## config.mk

```make
export PLATFORM = sky130hd
export DESIGN_NAME = crs_top
export DESIGN_NICKNAME = d
export VERILOG_FILES = /design/src/common/crs_pkg.sv /design/src/common/crs_xfer_if.sv /design/src/rtl/crs_top.sv /design/src/rtl/crs_sync_engine.sv
export SDC_FILE = /design/constraint.sdc
export NUM_CORES = 1
export LEC_CHECK = 0
export ABC_AREA = 1
export BUFFER_PORTS_ARGS = -buffer_cell sky130_fd_sc_hd__buf_2
export CORE_MARGIN = 4
export CORE_UTILIZATION = 49
export DETAILED_ROUTE_END_ITERATION = 6
export PLACE_DENSITY = 0.66
export SYNTH_ARGS = -nofsm -noshare
export SYNTH_HDL_FRONTEND = slang
export SYNTH_HIERARCHICAL = 1
export SYNTH_SLANG_ARGS = --single-unit
```

## constraint.sdc

```tcl
create_clock -name MCLK -period 3.5 [get_ports MCLK]
set_input_delay 0.875 -clock MCLK [delete_from_list [all_inputs] [get_ports MCLK]]
set_output_delay 0.875 -clock MCLK [all_outputs]
set_load 0.01 [all_outputs]
```

## src/common/crs_pkg.sv

```systemverilog
// shared constants and types of the common register synchronizer
// assumes a 32-bit APB slave with byte addresses on an 8-bit bus
package crs_pkg;
   localparam int ADDR_W = 8;
   localparam int DATA_W = 32;
   // byte offsets of the register words
   localparam logic [7:0] OFF_CTRL = 8'h00;
   localparam logic [7:0] OFF_STATUS = 8'h04;
   localparam logic [7:0] OFF_CORE_READ_REQUEST_CONTROL = 8'h08;
   localparam logic [7:0] OFF_BUSCFG = 8'h0C;
   localparam logic [7:0] OFF_COREA = 8'h10;
   localparam logic [7:0] OFF_COUNT = 8'h14;
   // field positions
   localparam int CTRL_SOFT_RESET_TRIGGER = 0;
   localparam int CTRL_EN = 1;
   localparam int ST_PEND = 0;
   localparam int ST_RDY = 1;
   localparam int ST_CONT = 2;
   localparam int RR_TRIG = 15;
   localparam int RR_CONT = 14;
   // reset values
   localparam logic [31:0] RST_BUSCFG = 32'h0000_0000;
   localparam logic [31:0] RST_COREA = 32'h0000_0000;
   // core clock edges one transfer waits for
   localparam int SYNC_TICKS = 6;

   typedef enum logic [1:0] {
      OP_WR = 2'b00, OP_EN = 2'b01, OP_RST = 2'b11, OP_RD = 2'b10
   } crs_op_t;
   typedef enum logic [1:0] {K_WR = 2'b00, K_CTL = 2'b01, K_RD = 2'b10} crs_kind_t;
   typedef enum logic [1:0] {
      S_IDLE = 2'b00, S_RDSYNC = 2'b01, S_RDONE = 2'b11
   } crs_state_t;
   typedef enum logic [2:0] {
      R_CTRL, R_STATUS, R_CORE_READ_REQUEST_CONTROL, R_BUSCFG, R_COREA, R_COUNT, R_NONE
   } crs_reg_t;

   function automatic crs_reg_t crs_decode(input logic [7:0] a);
      case (a)
         OFF_CTRL: crs_decode = R_CTRL;
         OFF_STATUS: crs_decode = R_STATUS;
         OFF_CORE_READ_REQUEST_CONTROL: crs_decode = R_CORE_READ_REQUEST_CONTROL;
         OFF_BUSCFG: crs_decode = R_BUSCFG;
         OFF_COREA: crs_decode = R_COREA;
         OFF_COUNT: crs_decode = R_COUNT;
         default: crs_decode = R_NONE;
      endcase
   endfunction : crs_decode
endpackage : crs_pkg

```

## src/common/crs_xfer_if.sv

```systemverilog
// transfer channel between bus side and the shared sync engine
// assumes both ends run on the bus clock
`timescale 1ns/1ps
`default_nettype none
interface crs_xfer_if;
   import crs_pkg::*;
   logic tick;
   logic start;
   crs_op_t op;
   logic [7:0] addr;
   logic [31:0] wdata;
   logic busy;
   logic done;
   logic [31:0] rdata;
   modport ctl (output tick, start, op, addr, wdata,
                input busy, done, rdata);
   modport eng (input tick, start, op, addr, wdata,
                output busy, done, rdata);
endinterface : crs_xfer_if
`default_nettype wire

```

## src/rtl/crs_top.sv

```systemverilog
// APB slave with one common synchronizer toward the core clock domain
// assumes an APB master on MCLK; CORE_CLOCK_GENERATOR is asynchronous
//
// Overview of operation
// - one shared synchronizer, one transfer at once
// - bus registers immediate, core writes synchronized
// - synchronize even with identical clocks
// - core write raises pending until done
// - stall core writes and busy-register reads
// - static core and bus registers read freely
// - read-synced read stalls, pending stays low
// - read during pending stalls twice
// - poll pending or just issue next access
// - single trigger reads selected register once
// - continuous select keeps resynchronizing register
// - pending only for first continuous transfer
// - other synchronization cancels continuous reading
// - continuous reading pauses without core clock
// - enable write syncs, reads back immediately
// - no ready flag for enable completion
// - enable sync stalls writes and synced reads
// - bus registers readable during enable sync
// - transfer lasts a fixed count of core edges
// - soft reset syncs, self-clears when done
`timescale 1ns/1ps
`default_nettype none
module crs_top
   import crs_pkg::*;
(
   input wire logic MCLK,
   input wire logic NRST,
   input wire logic CORE_CLOCK_GENERATOR,
   input wire logic PSEL,
   input wire logic PENABLE,
   input wire logic PWRITE,
   input wire logic [7:0] PADDR,
   input wire logic [31:0] PWDATA,
   output logic [31:0] PRDATA,
   output logic PREADY,
   output logic PSLVERR,
   output logic DOMAIN_TRANSFER_PENDING
);
   crs_xfer_if x();

   crs_sync_engine #(
      .TICKS(SYNC_TICKS)
   ) u_eng (
      .clk(MCLK),
      .rst_n(NRST),
      .x(x)
   );

   logic [2:0] csync;
   logic clev;
   logic tick_q;
   crs_reg_t rsel;
   logic access;
   logic xfer_end;
   logic eng_busy;
   logic ctl_pend;
   logic wr_sync;
   logic capok;
   logic ok;
   logic ok_q;
   logic pend;
   crs_kind_t kind;
   crs_state_t st;
   crs_state_t next_st;
   logic next_start;
   crs_op_t next_op;
   logic [7:0] next_addr;
   logic [31:0] next_wdata;
   logic set_pend;
   crs_kind_t next_kind;
   logic direct_go;
   logic cont_go;
   logic start_q;
   crs_op_t op_q;
   logic [7:0] addr_q;
   logic [31:0] wdata_q;
   logic cont_on;
   logic [7:0] rr_addr;
   logic [31:0] cap;
   logic cap_valid;
   logic [31:0] rd_hold;
   logic en_sh;
   logic soft_reset_trigger_bit;
   logic [31:0] corea_sh;
   logic [31:0] buscfg;
   logic sync_rdy;
   logic rst_done;
   logic [31:0] rmux;

   // core clock is sampled like any pin; a level counts once stages agree
   always_ff @(posedge MCLK or negedge NRST) begin
      if (!NRST) begin
         csync <= 3'h0;
         clev <= 1'b0;
         tick_q <= 1'b0;
      end else begin
         csync <= {csync[1:0], CORE_CLOCK_GENERATOR};
         if (csync[1] == csync[2]) begin
            clev <= csync[2];
         end
         tick_q <= (csync[1] == csync[2]) && csync[2] && !clev;
      end
   end

   assign x.tick = tick_q;
   assign x.start = start_q;
   assign x.op = op_q;
   assign x.addr = addr_q;
   assign x.wdata = wdata_q;

   assign rsel = crs_decode(PADDR);
   assign access = PSEL && PENABLE;
   assign xfer_end = access && PREADY;
   assign eng_busy = x.busy || start_q;
   assign ctl_pend = pend && (kind == K_CTL);
   assign rst_done = x.done && (op_q == OP_RST);
   assign capok = cap_valid && (rr_addr == OFF_COUNT);
   assign wr_sync = PWRITE && ((rsel == R_CTRL) || (rsel == R_COREA) ||
      ((rsel == R_CORE_READ_REQUEST_CONTROL) && (PWDATA[RR_TRIG] || PWDATA[RR_CONT])));

   always_comb begin
      ok = 1'b1;
      if (PWRITE) begin
         if (wr_sync) begin
            ok = !eng_busy;
         end else begin
            ok = !ctl_pend;
         end
      end else begin
         case (rsel)
            R_COREA: ok = !(pend && kind == K_WR);
            R_COUNT: ok = capok || (st == S_RDONE);
            default: ok = 1'b1;
         endcase
      end
   end

   // read data is taken into PRDATA one cycle before ready is given
   always_ff @(posedge MCLK or negedge NRST) begin
      if (!NRST) begin
         ok_q <= 1'b0;
      end else begin
         ok_q <= PSEL && ok;
      end
   end

   assign PREADY = access && ok && (PWRITE || ok_q);
   assign PSLVERR = xfer_end && (rsel == R_NONE);

   always_comb begin
      case (rsel)
         R_CTRL: rmux = {30'h0000_0000, en_sh, soft_reset_trigger_bit};
         R_STATUS: rmux = {29'h0000_0000, cont_on, sync_rdy, pend};
         R_CORE_READ_REQUEST_CONTROL: rmux = {16'h0000, 1'b0, cont_on, 6'h00, rr_addr};
         R_BUSCFG: rmux = buscfg;
         R_COREA: rmux = corea_sh;
         R_COUNT: rmux = (st == S_RDONE) ? rd_hold : cap;
         default: rmux = 32'h0000_0000;
      endcase
   end

   always_ff @(posedge MCLK or negedge NRST) begin
      if (!NRST) begin
         PRDATA <= 32'h0000_0000;
      end else if (PSEL && !PWRITE) begin
         PRDATA <= rmux;
      end
   end

   // who gets the synchronizer next: a finished write, then a stalled
   // read, and a continuous repeat only while the bus is quiet
   always_comb begin
      next_start = 1'b0;
      next_op = OP_RD;
      next_addr = 8'h00;
      next_wdata = PWDATA;
      set_pend = 1'b0;
      next_kind = K_RD;
      direct_go = 1'b0;
      cont_go = 1'b0;
      if (xfer_end && wr_sync) begin
         next_start = 1'b1;
         set_pend = 1'b1;
         unique case (rsel)
            R_CTRL: begin
               next_op = PWDATA[CTRL_SOFT_RESET_TRIGGER] ? OP_RST : OP_EN;
               next_kind = K_CTL;
            end
            R_COREA: begin
               next_op = OP_WR;
               next_kind = K_WR;
            end
            default: begin
               next_addr = PWDATA[7:0];
            end
         endcase
      end else if (st == S_IDLE && PSEL && !PWRITE && rsel == R_COUNT &&
                   !capok && !eng_busy) begin
         next_start = 1'b1;
         next_addr = OFF_COUNT;
         direct_go = 1'b1;
      end else if (cont_on && !eng_busy && !PSEL) begin
         next_start = 1'b1;
         next_addr = rr_addr;
         cont_go = 1'b1;
      end
   end

   always_ff @(posedge MCLK or negedge NRST) begin
      if (!NRST) begin
         start_q <= 1'b0;
         op_q <= OP_RD;
         addr_q <= 8'h00;
         wdata_q <= 32'h0000_0000;
      end else begin
         start_q <= next_start;
         if (next_start) begin
            op_q <= next_op;
            addr_q <= next_addr;
            wdata_q <= next_wdata;
         end
      end
   end

   // a new start wins over the completion of the previous transfer
   always_ff @(posedge MCLK or negedge NRST) begin
      if (!NRST) begin
         pend <= 1'b0;
         kind <= K_RD;
      end else if (set_pend) begin
         pend <= 1'b1;
         kind <= next_kind;
      end else if (x.done) begin
         pend <= 1'b0;
      end
   end

   assign DOMAIN_TRANSFER_PENDING = pend;

   always_comb begin
      next_st = st;
      unique case (st)
         S_IDLE: if (direct_go) next_st = S_RDSYNC;
         S_RDSYNC: if (x.done) next_st = S_RDONE;
         S_RDONE: if (xfer_end) next_st = S_IDLE;
         default: next_st = S_IDLE;
      endcase
   end

   always_ff @(posedge MCLK or negedge NRST) begin
      if (!NRST) begin
         st <= S_IDLE;
         rd_hold <= 32'h0000_0000;
      end else begin
         st <= next_st;
         if (st == S_RDSYNC && x.done) begin
            rd_hold <= x.rdata;
         end
      end
   end

   always_ff @(posedge MCLK or negedge NRST) begin
      if (!NRST) begin
         cont_on <= 1'b0;
         rr_addr <= 8'h00;
      end else begin
         if ((access && wr_sync) || direct_go || rst_done) begin
            cont_on <= 1'b0;
         end
         if (xfer_end && PWRITE && rsel == R_CORE_READ_REQUEST_CONTROL) begin
            rr_addr <= PWDATA[7:0];
            if (PWDATA[RR_CONT]) begin
               cont_on <= 1'b1;
            end
         end
      end
   end

   always_ff @(posedge MCLK or negedge NRST) begin
      if (!NRST) begin
         cap <= 32'h0000_0000;
         cap_valid <= 1'b0;
      end else if (rst_done) begin
         cap_valid <= 1'b0;
      end else if (x.done && op_q == OP_RD && st != S_RDSYNC) begin
         cap <= x.rdata;
         cap_valid <= 1'b1;
      end else if (xfer_end && PWRITE && rsel == R_CORE_READ_REQUEST_CONTROL &&
                   PWDATA[RR_TRIG]) begin
         cap_valid <= 1'b0;
      end
   end

   always_ff @(posedge MCLK or negedge NRST) begin
      if (!NRST) begin
         en_sh <= 1'b0;
         soft_reset_trigger_bit <= 1'b0;
         corea_sh <= RST_COREA;
         buscfg <= RST_BUSCFG;
      end else if (rst_done) begin
         soft_reset_trigger_bit <= 1'b0;
         en_sh <= 1'b0;
         corea_sh <= RST_COREA;
         buscfg <= RST_BUSCFG;
      end else if (xfer_end && PWRITE) begin
         case (rsel)
            R_CTRL: begin
               if (PWDATA[CTRL_SOFT_RESET_TRIGGER]) begin
                  soft_reset_trigger_bit <= 1'b1;
               end else begin
                  en_sh <= PWDATA[CTRL_EN];
               end
            end
            R_COREA: corea_sh <= PWDATA;
            R_BUSCFG: buscfg <= PWDATA;
            default: ;
         endcase
      end
   end

   // completion flag, write one to clear; the setting event wins
   always_ff @(posedge MCLK or negedge NRST) begin
      if (!NRST) begin
         sync_rdy <= 1'b0;
      end else if (x.done && pend && kind != K_CTL) begin
         sync_rdy <= 1'b1;
      end else if (xfer_end && PWRITE && rsel == R_STATUS &&
                   PWDATA[ST_RDY]) begin
         sync_rdy <= 1'b0;
      end
   end
endmodule : crs_top
`default_nettype wire

```

## src/rtl/crs_sync_engine.sv

```systemverilog
// shared sync engine holding the core-domain registers
// assumes tick marks one core clock rising edge, seen on the bus clock
`timescale 1ns/1ps
`default_nettype none
module crs_sync_engine
   import crs_pkg::*;
#(
   parameter int TICKS = SYNC_TICKS
) (
   input wire logic clk,
   input wire logic rst_n,
   crs_xfer_if.eng x
);
   localparam int TW = $clog2(TICKS + 1);
   if (TICKS < 1) begin : g_bad_ticks
      $error("TICKS must be at least 1");
   end

   logic [TW-1:0] ticks;
   crs_op_t op_q;
   logic [7:0] addr_q;
   logic [31:0] wdata_q;
   logic [31:0] core_a;
   logic core_en;
   logic [31:0] core_cnt;
   logic last;
   logic [1:0] tail;
   logic fin;

   // no core clock, no ticks: a stopped core clock simply parks the engine
   assign last = x.busy && x.tick && (ticks == TW'(TICKS - 1));
   // the acknowledge crosses back in two bus cycles; this keeps the stall
   // above its lower bound even when a core edge follows the start at once
   assign fin = tail[1];

   always_ff @(posedge clk or negedge rst_n) begin
      if (!rst_n) begin
         tail <= 2'b00;
      end else begin
         tail <= {tail[0], last};
      end
   end

   always_ff @(posedge clk or negedge rst_n) begin
      if (!rst_n) begin
         x.busy <= 1'b0;
         ticks <= '0;
         op_q <= OP_WR;
         addr_q <= 8'h00;
         wdata_q <= 32'h0000_0000;
      end else if (x.start) begin
         x.busy <= 1'b1;
         ticks <= '0;
         op_q <= x.op;
         addr_q <= x.addr;
         wdata_q <= x.wdata;
      end else if (x.busy) begin
         if (x.tick && ticks != TW'(TICKS)) begin
            ticks <= ticks + 1'b1;
         end
         if (fin) begin
            x.busy <= 1'b0;
         end
      end
   end

   always_ff @(posedge clk or negedge rst_n) begin
      if (!rst_n) begin
         x.done <= 1'b0;
      end else begin
         x.done <= fin;
      end
   end

   always_ff @(posedge clk or negedge rst_n) begin
      if (!rst_n) begin
         core_a <= RST_COREA;
         core_en <= 1'b0;
         x.rdata <= 32'h0000_0000;
      end else if (last) begin
         unique case (op_q)
            OP_WR: core_a <= wdata_q;
            OP_EN: core_en <= wdata_q[CTRL_EN];
            OP_RST: begin
               core_a <= RST_COREA;
               core_en <= 1'b0;
            end
            OP_RD: begin
               case (addr_q)
                  OFF_COUNT: x.rdata <= core_cnt;
                  OFF_COREA: x.rdata <= core_a;
                  OFF_CTRL: x.rdata <= {30'h0000_0000, core_en, 1'b0};
                  default: x.rdata <= 32'h0000_0000;
               endcase
            end
         endcase
      end
   end

   // core counter, counting ticks only while enabled; the read-synchronized value
   always_ff @(posedge clk or negedge rst_n) begin
      if (!rst_n) begin
         core_cnt <= 32'h0000_0000;
      end else if (last && op_q == OP_RST) begin
         core_cnt <= 32'h0000_0000;
      end else if (x.tick && core_en) begin
         core_cnt <= core_cnt + 32'h0000_0001;
      end
   end
endmodule : crs_sync_engine
`default_nettype wire

```

Yosys cells after proc, flatten, opt, wreduce, memory -nomap -nowiden
Index checks and enable logic that the tools add are counted.

operators by class
  add/subtract/negate cells = 2
  $mul = 0
  divide/modulo/power cells = 0
  magnitude comparators = 0
  eq/ne operators = 31
  shift-type cells = 0
  muxes and demuxes = 60
  bitwise logic cells = 1
  reductions and logical operators = 84

operators by type and width
  cell                                                   number
  2-to-1 mux 32 bit                                      9
  one-hot mux 32 bit (6 select lines)                    1
  one-hot mux 32 bit (3 select lines)                    1
  one-hot mux 32 bit (2 select lines)                    1
  equality test 8 x 5 -> 1 bit, second input constant    5
  logical AND 1 bit                                      39
  adder 32 x 1 -> 32 bit, second input constant          1
  2-to-1 mux 8 bit                                       4
  2-to-1 mux 1 bit                                       29
  nonzero test 2 bit                                     12
  one-hot mux 3 bit (6 select lines)                     1
  equality test 8 x 4 -> 1 bit, second input constant    2
  logical NOT 8 bit                                      2
  AND reduction 2 bit                                    7
  equality test 3 bit, second input constant             4
  2-to-1 mux 2 bit                                       6
  equality test 2 bit, second input constant             5
  2-to-1 mux 3 bit                                       3
  AND reduction 3 bit                                    3
  equality test 8 x 3 -> 1 bit, second input constant    1
  logical OR 1 bit                                       8
  inequality test 2 x 1 -> 1 bit, second input constant  4
  one-hot mux 2 bit (2 select lines)                     2
  logical NOT 1 bit                                      7
  14 further kinds                                       21

word-level totals
  register bits = 373
  bits in latches = 0
  RAM bits = 0
  bits in read-only memories = 0
  logic and storage cells = 211
  memories = 0

Longest topological paths before layout
Gate-level depths: netlist of run 1.

  depth after elaboration = 18
  gate-level depth with buffers = 20
  mapped depth without buffers = 19

By module
The synthesis of run 1 kept the hierarchy.

by module, submodules not included
  module           instances  cells each  area each (um^2)  seq. area each (um^2)
  crs_top          1          1260        10407.5           5683.0
  crs_sync_engine  1          878         6902.9            3653.5

Worst setup path before layout of run 1
Ideal clock, no wire load.

  path kind = in2out
  start point = input port PADDR[6]
  end point = output port PSLVERR
  data arrival time = 2.521 ns
  data required time = 2.625 ns
  path slack = 0.104 ns
  stages on the path = 14
  buffers on the path = 0
  path through = inv_2 nand2_1 nor2_1 nand3_1 ha_1 o21ai_0 nand2_1 nor2_1 nand3_1 nand3_1 nand2_1 nand2_1 nand4_2 nor2_1

on the way
  longest elaborated chain between the ends = 12
  elaborated cells between the ends (all ways) = 23

ends and longest elaborated chain
  item                                                          RTL line                        RTL
  start, declared                                               crs_top.sv:36                   input wire logic [7:0] PADDR,
  equality test 8 x 5 -> 1 bit, or another cell as far along    crs_pkg.sv:39                   case (a)
  one-hot mux 3 bit (6 select lines) *                          crs_pkg.sv:39
  equality test 3 bit, or another cell as far along             crs_top.sv:122, crs_top.sv:134
  logical OR 1 bit / logical AND 1 bit (equally long branches)  crs_top.sv:122, crs_top.sv:123
  logical OR 1 bit                                              crs_top.sv:122                  assign wr_sync = PWRITE && ((rsel == R_CTRL) || (rsel == R_COREA) ||
  logical AND 1 bit                                             crs_top.sv:122
  2-to-1 mux 1 bit                                              crs_top.sv:128                  if (wr_sync) begin
  2-to-1 mux 1 bit                                              crs_top.sv:127                  if (PWRITE) begin
  logical AND 1 bit (2 in a row)                                crs_top.sv:151                  assign PREADY = access && ok && (PWRITE || ok_q);
  logical AND 1 bit                                             crs_top.sv:117                  assign xfer_end = access && PREADY;
  logical AND 1 bit *                                           crs_top.sv:152                  assign PSLVERR = xfer_end && (rsel == R_NONE);
  end, declared                                                 crs_top.sv:40                   output logic PSLVERR,

Mark *: on every way between the ends. The rest lies on a longest branch, timed or not.

Worst setup path after layout of run 1
Ends and elaborated chain as after synthesis.

==> results of run 1 <==
[repair_timing]
item,4_1_cts,5_1_grt
resized for setup,2,6
gates cloned,0,0
pin swaps,1,3
setup buffers,0,1
endpoints found under the setup margin,2,2
[flip-flops by register name, indices dropped and copies added (netlist names), 2 cells and up]
name / count
PRDATA: 32
addr_q: 8
buscfg: 32
cap: 32
corea_sh: 32
csync: 3
kind: 2
op_q: 2
rd_hold: 32
rr_addr: 8
st: 2
u_eng/addr_q: 8
u_eng/core_a: 32
u_eng/core_cnt: 32
u_eng/op_q: 2
u_eng/tail: 2
u_eng/ticks: 3
u_eng/wdata_q: 32
u_eng/x.rdata: 32
wdata_q: 32
[through the flow]
stage                     TNS [ns]  utilization  power, mW  setup WS [ns]
after global routing       -0.0384        0.568       10.2        -0.0214
after CTS                        0        0.567       9.86         0.0208
after global placement           0        0.528       5.52         0.0310
after detailed placement   -0.0296        0.528       5.55        -0.0167
final                            0        0.568       9.79         0.0814
after floorplan                  0            -       5.22          0.104
[path summary, 6_finish.rpt]
path / cells after the start / endpoint / from
worst max register to register: 8 / u_eng/x.rdata[9]$_DFFE_PN0P_ / u_eng/addr_q[6]$_DFFE_PN0P_
min in group MCLK: 0 / csync[1]$_DFF_PN0_ / csync[0]$_DFF_PN0_
worst min register to register: 0 / csync[1]$_DFF_PN0_ / csync[0]$_DFF_PN0_
worst min-delay path: 1 / u_eng/op_q[1]$_DFFE_PN0P_ / NRST
max in group asynchronous: 2 / u_eng/wdata_q[27]$_DFFE_PN0P_ / NRST
worst max-delay path: 16 / PSLVERR / PADDR[6]
[where the power goes]
group	switching (mW)	leakage [nW]	internal, mW	total [mW]
clock	1.72	0.651	2.58	4.31
sequential	0.175	5.09	4.59	4.76
combinational	0.485	4.31	0.236	0.721
[logic make-up after synthesis]
| kind of cell | count (synthesis) |
|---|---|
| flops | 373 |
| simple gates | 1203 |
| mux | 3 |
| fa+ha+maj | 10 |
| compound gates | 248 |
| xor+xnor | 2 |
| buf+inv | 299 |
[cells in the mapped netlist (all sizes together), types with 3 or more instances]
library cell	number
a22o	24
inv	187
o311ai	23
nand4	14
nor3b	3
buf	49
dfrtp	371
o21ai	160
a21oi	21
o211ai	3
or2	8
nand3	241
clkbuf	62
nor3	9
nand3b	3
nor2	162
nand2	756
ha	10
o21bai	4
nor4	4
o2111ai	7
[cell type report]
cell class,instances,area [um^2]
Clock buffer,58,1150
Inverter,188,706
Fill cell,3163,15000
Sequential cell,373,9340
Multi-Input combinational cell,1466,6800
Timing Repair Buffer,139,978
Clock inverter,13,179
Tap cell,455,569
[metal layers]
| layer | vias to the layer above | GRT usage | wire length, um |
|---|---|---|---|
| met4 | 0 | 0.0522 | 876 |
| met2 | 434 | 0.385 | 21800 |
| met1 | 7188 | 0.378 | 22400 |
| li1 | 6990 | - | - |
| met3 | 66 | 0.0325 | 2890 |
| met5 | - | 0 | 0 |
[worst max-delay path, delay by kind of cell]
family	cells	cell delay, ns
adder cells (fa/ha/maj)	1	0.20
AND/OR/NAND/NOR	12	1.18
buffers and inverters	3	0.28
==> flow_summary.yaml, run 1 <==
run_status:
  outcome: "completed"
synthesis:
  synth_top_family_by_area: "simple AND/OR/NAND/NOR gates"
  ys.flop_type: "dfrtp_1"
  synth_xor_area_frac: 0.00101
  synth_compound_area_frac: 0.0856
  synth-edff-count: 0
  synthMuxAreaShare: 0.00181
  synth-simple-area-share: 0.294
  syn_area_per_cell_um2: 8.10
  ys_ff_latch: 373
  synth_warnings: 6
  yosys-top-cells-area: "dfrtp_1 (54%), nand2_1 (16%), nand3_1 (6.9%), o21ai_0 (4.4%), inv_1 (3.9%)"
  ys_seq_area_frac: 0.539
  synth_top_cell_area_share: 0.536
  syn_inst: 2138
  ys_types: 49
  yosys.area.top_type: "dfrtp_1"
  synthesis.area_um2: 17300
  synth_fa_ha_area_frac: 0.00723
  async_flop_share: 1.00
  syn-num-nets: 2194
clock_network:
  cts_sinks: 373
  cts_buffers: 40
  cts_tree: "done"
  cts.clk_slew.worst_paths_ns: 0.06
  clock_path_buffers: 3
  clock_latency_ns: 0.53
  clockRootBuffer: "clkbuf_16"
  cts_hold_buf: 0
  htree_levels: 2
layout:
  area_growth_pct: 13.9
  final_cells: 2692
  layout-drive-gt1-share: 0.117
  antenna_cells: 0
  most-common-layout-cells: "nand2_1 (741), dfrtp_1 (371), nand3_1 (237)"
  fin_nets: 2264
  final_common_cell: "nand2_1"
  finalInstanceArea_um2: 19700
setup_path:
  crit_top_cell: "nand3_1"
  worstSetupEndpointType: "output pin"
  cpMaxStageDelayCell: "ha_4"
  slowest_delay_ns: 0.20
  start_kind: "primary input"
  critPathKind: "in -> out"
  required_ns: 2.62
  crit_path_max_fanout: 3
  cp_cell_sequence: "buf_2, inv_2, nand2_2, nor2_1, nand3_2, ha_4, nand3_1, nand2_1, nor2_2, nand3_1, nand3_1, nand2_1, nand2_2, nand4_2, nor2_1, buf_2"
  critical_path_arrival_ns: 2.54
  rrSetupSlack_ns: 1.02
routing:
  routed-via-count: 14678
  ant_nets: 0
  post-route-drc-count: 0
  wire_per_inst_um: 17.8
  dr.first_iter.drc_count: 1253
  vias_per_cell: 5.45
  drt_wl_total_um: 47900
  drt_pass1_iterations: 7
global_route:
  antenna_found_initial: 0
  grt_pass1_vias: 14204
  grt_max_degree: 76
  track_usage: 0.248
  grt_first_pass_wirelength_um: 78200
  grt.overflow.total: 0
floorplanning:
  coreArea_um2: 34700
  die_area_um2: 38400
  rows: 68
  die_height_um: 196
  initial_core_util: 0.499
  fp.dieW_um: 196
  pin_count: 81
sta:
  tightestPinTransition_ns: 1.23
  finalMaxSlewViolations: 0
  hold_viol_final: 0
  finClkSkew_ns: 0.0192
  max_slew_margin: 0.180
  setup_viol: 0
  fin_crit_sh: 0.977
  max_freq_mhz: 293
  fin_crit_ns: 3.42
  holdWs_ns: 0.299
power_and_ir_drop:
  power_density_nw_per_um2: 496
  p_leak_nw: 10.1
  vdd_drop_max_mv: 0.355
placed_design:
  placed_area_um2: 18300
  post-dp-hpwl_um: 32000
  numPortBuffers: 80
  place_congestion: 0.899
  dp.cells: 2620
hold_path:
  hold_class: "in -> async"
job:
  cap_violations: 0
No activity file was read; power rests on OpenSTA's default activity.
==> inputs of run 2 (changes only) <==
==> constraint.sdc (replaced) <==
create_clock -name MCLK -period 3.35 [get_ports MCLK]
set_input_delay 0.8375 -clock MCLK [delete_from_list [all_inputs] [get_ports MCLK]]
set_output_delay 0.8375 -clock MCLK [all_outputs]
set_load 0.01 [all_outputs]
==> flow_summary.yaml, run 2 (synthesis gave the netlist of run 1 again) <==
layout:
  most-common-layout-cells: "nand2_1 (735), dfrtp_1 (371), nand3_1 (234)"
  fin_nets: 2276
  layout-drive-gt1-share: 0.130
  antenna_cells: 0
  area_growth_pct: 16.4
  final_common_cell: "nand2_1"
  finalInstanceArea_um2: 20100
  nFillCells: 3140
  utilization: 0.580
clock_network:
  cts_hold_buf: 0
  clockRootBuffer: "clkbuf_16"
  htree_levels: 2
  cts.clk_slew.worst_paths_ns: 0.06
  cts_tree: "done"
  cts_buffers: 41
  clock_path_buffers: 3
  cts_sinks: 373
  clock_latency_ns: 0.57
sta:
  fin_crit_sh: 0.978
  max_slew_margin: 0.227
  holdWs_ns: 0.278
  finClkSkew_ns: 0.0221
  tightestPinTransition_ns: 1.16
  finalMaxSlewViolations: 0
  fin_crit_ns: 3.28
  finalWorstSetupSlack_ns: 0.0742
  setup_viol: 0
  hold_viol_final: 0
  max_freq_mhz: 305
routing:
  drt_wl_total_um: 47800
  drt_pass1_iterations: 5
  routed-via-count: 14675
  vias_per_cell: 5.42
  wire_per_inst_um: 17.7
  dr.first_iter.drc_count: 1287
  ant_nets: 0
  post-route-drc-count: 0
floorplanning:
  rows: 68
  die_area_um2: 38400
  initial_core_util: 0.499
  pin_count: 81
  coreArea_um2: 34700
  fp.dieW_um: 196
  die_height_um: 196
setup_path:
  critPathKind: "in -> out"
  required_ns: 2.51
  critical_path_arrival_ns: 2.44
  start_kind: "primary input"
  crit_path_max_fanout: 4
  worstSetupEndpointType: "output pin"
power_and_ir_drop:
  finalPower_mw: 10.7
  p_leak_nw: 10.2
  vdd_drop_max_mv: 0.450
  power_density_nw_per_um2: 531
run_status:
  outcome: "completed"
placed_design:
  numPortBuffers: 80
  post-dp-hpwl_um: 32000
  placed_area_um2: 18500
  place_congestion: 0.924
  dp_worst_setup_slack_ns: -0.118
global_route:
  track_usage: 0.246
  grt_pass1_vias: 14079
  grt_first_pass_wirelength_um: 77500
  antenna_found_initial: 0
  grt.overflow.total: 0
  grt_max_degree: 79
hold_path:
  hold_class: "in -> async"
job:
  cap_violations: 0
## run 2: changes by cell type in the layout (fill, tap and decap cells not counted), sizes merged
| cell | before | now |
|---|---|---|
| buf | 139 | 150 |
| clkbuf | 58 | 53 |
| bufinv | 4 | 8 |
| clkinv | 7 | 9 |
| clkinvlp | 1 | 3 |
## run 2: worst paths after layout
path,slack (ns),start,end,cells after the start
max,0.07,PADDR[4],PREADY,16
min,0.28,NRST,wdata_q[3]$_DFFE_PN0P_,1
max reg2reg,0.93,u_eng/addr_q[6]$_DFFE_PN0P_,u_eng/x.rdata[17]$_DFFE_PN0P_,8
min reg2reg,0.35,u_eng/tail[0]$_DFF_PN0_,u_eng/tail[1]$_DFF_PN0_,0
max in group asynchronous,2.26,NRST,op_q[1]$_DFFE_PN1P_,2
min in group MCLK,0.35,u_eng/tail[0]$_DFF_PN0_,u_eng/tail[1]$_DFF_PN0_,0
## run 2: cell type report
type | count | area [um^2] | share of cell area
sequential | 373 | 9340 | 0.463
multi-input combinational | 1466 | 6890 | 0.342
timing repair buffer | 150 | 1150 | 0.0570
clock buffer | 53 | 1130 | 0.0561
inverter | 188 | 706 | 0.0350
tap | 455 | 569 | 0.0283
clock inverter | 21 | 368 | 0.0183
## run 2: per-layer routing
metal  track usage  wire length [um]  vias up
met5             0                 0        -
met4        0.0577               861        0
met3        0.0410              3290       61
met2         0.373             21500      478
met1         0.375             22100     7119
li1              -                 -     7017
## run 2: where the power goes
group	total, mW	switching, mW	internal, mW	leakage (nW)
logic	0.774	0.513	0.261	4.42
clock network	4.94	1.91	3.03	0.725
registers	4.98	0.189	4.79	5.09
total	10.7	2.61	8.09	10.2
## run 2: what timing repair did
action / 4_1_cts / 5_1_grt
pin swaps: 1 / 14
setup endpoints to repair: 2 / 2
buffers inserted: 0 / 7
gates resized for setup: 5 / 28
## run 2: critical path, stage by stage
cell and delay [ns]:
buf_4 0.13, inv_2 0.06, nand2_2 0.08, nor2_4 0.14
nand3_4 0.09, ha_4 0.19, nand3_4 0.11, o21ai_1 0.11
nand3_2 0.10, nand2_2 0.06, nand2_1 0.07, nand2_2 0.07
nand2_4 0.08, nand3_4 0.07, nor2_4 0.12, buf_6 0.11
## run 2: stage by stage
step / instances / setup TNS, ns
floorplan: 2138 / 0
global placement: 2625 / -0.0877
detailed placement: 2625 / -0.562
CTS: 2699 / 0
global route: 2706 / -0.134
finish: 2706 / 0
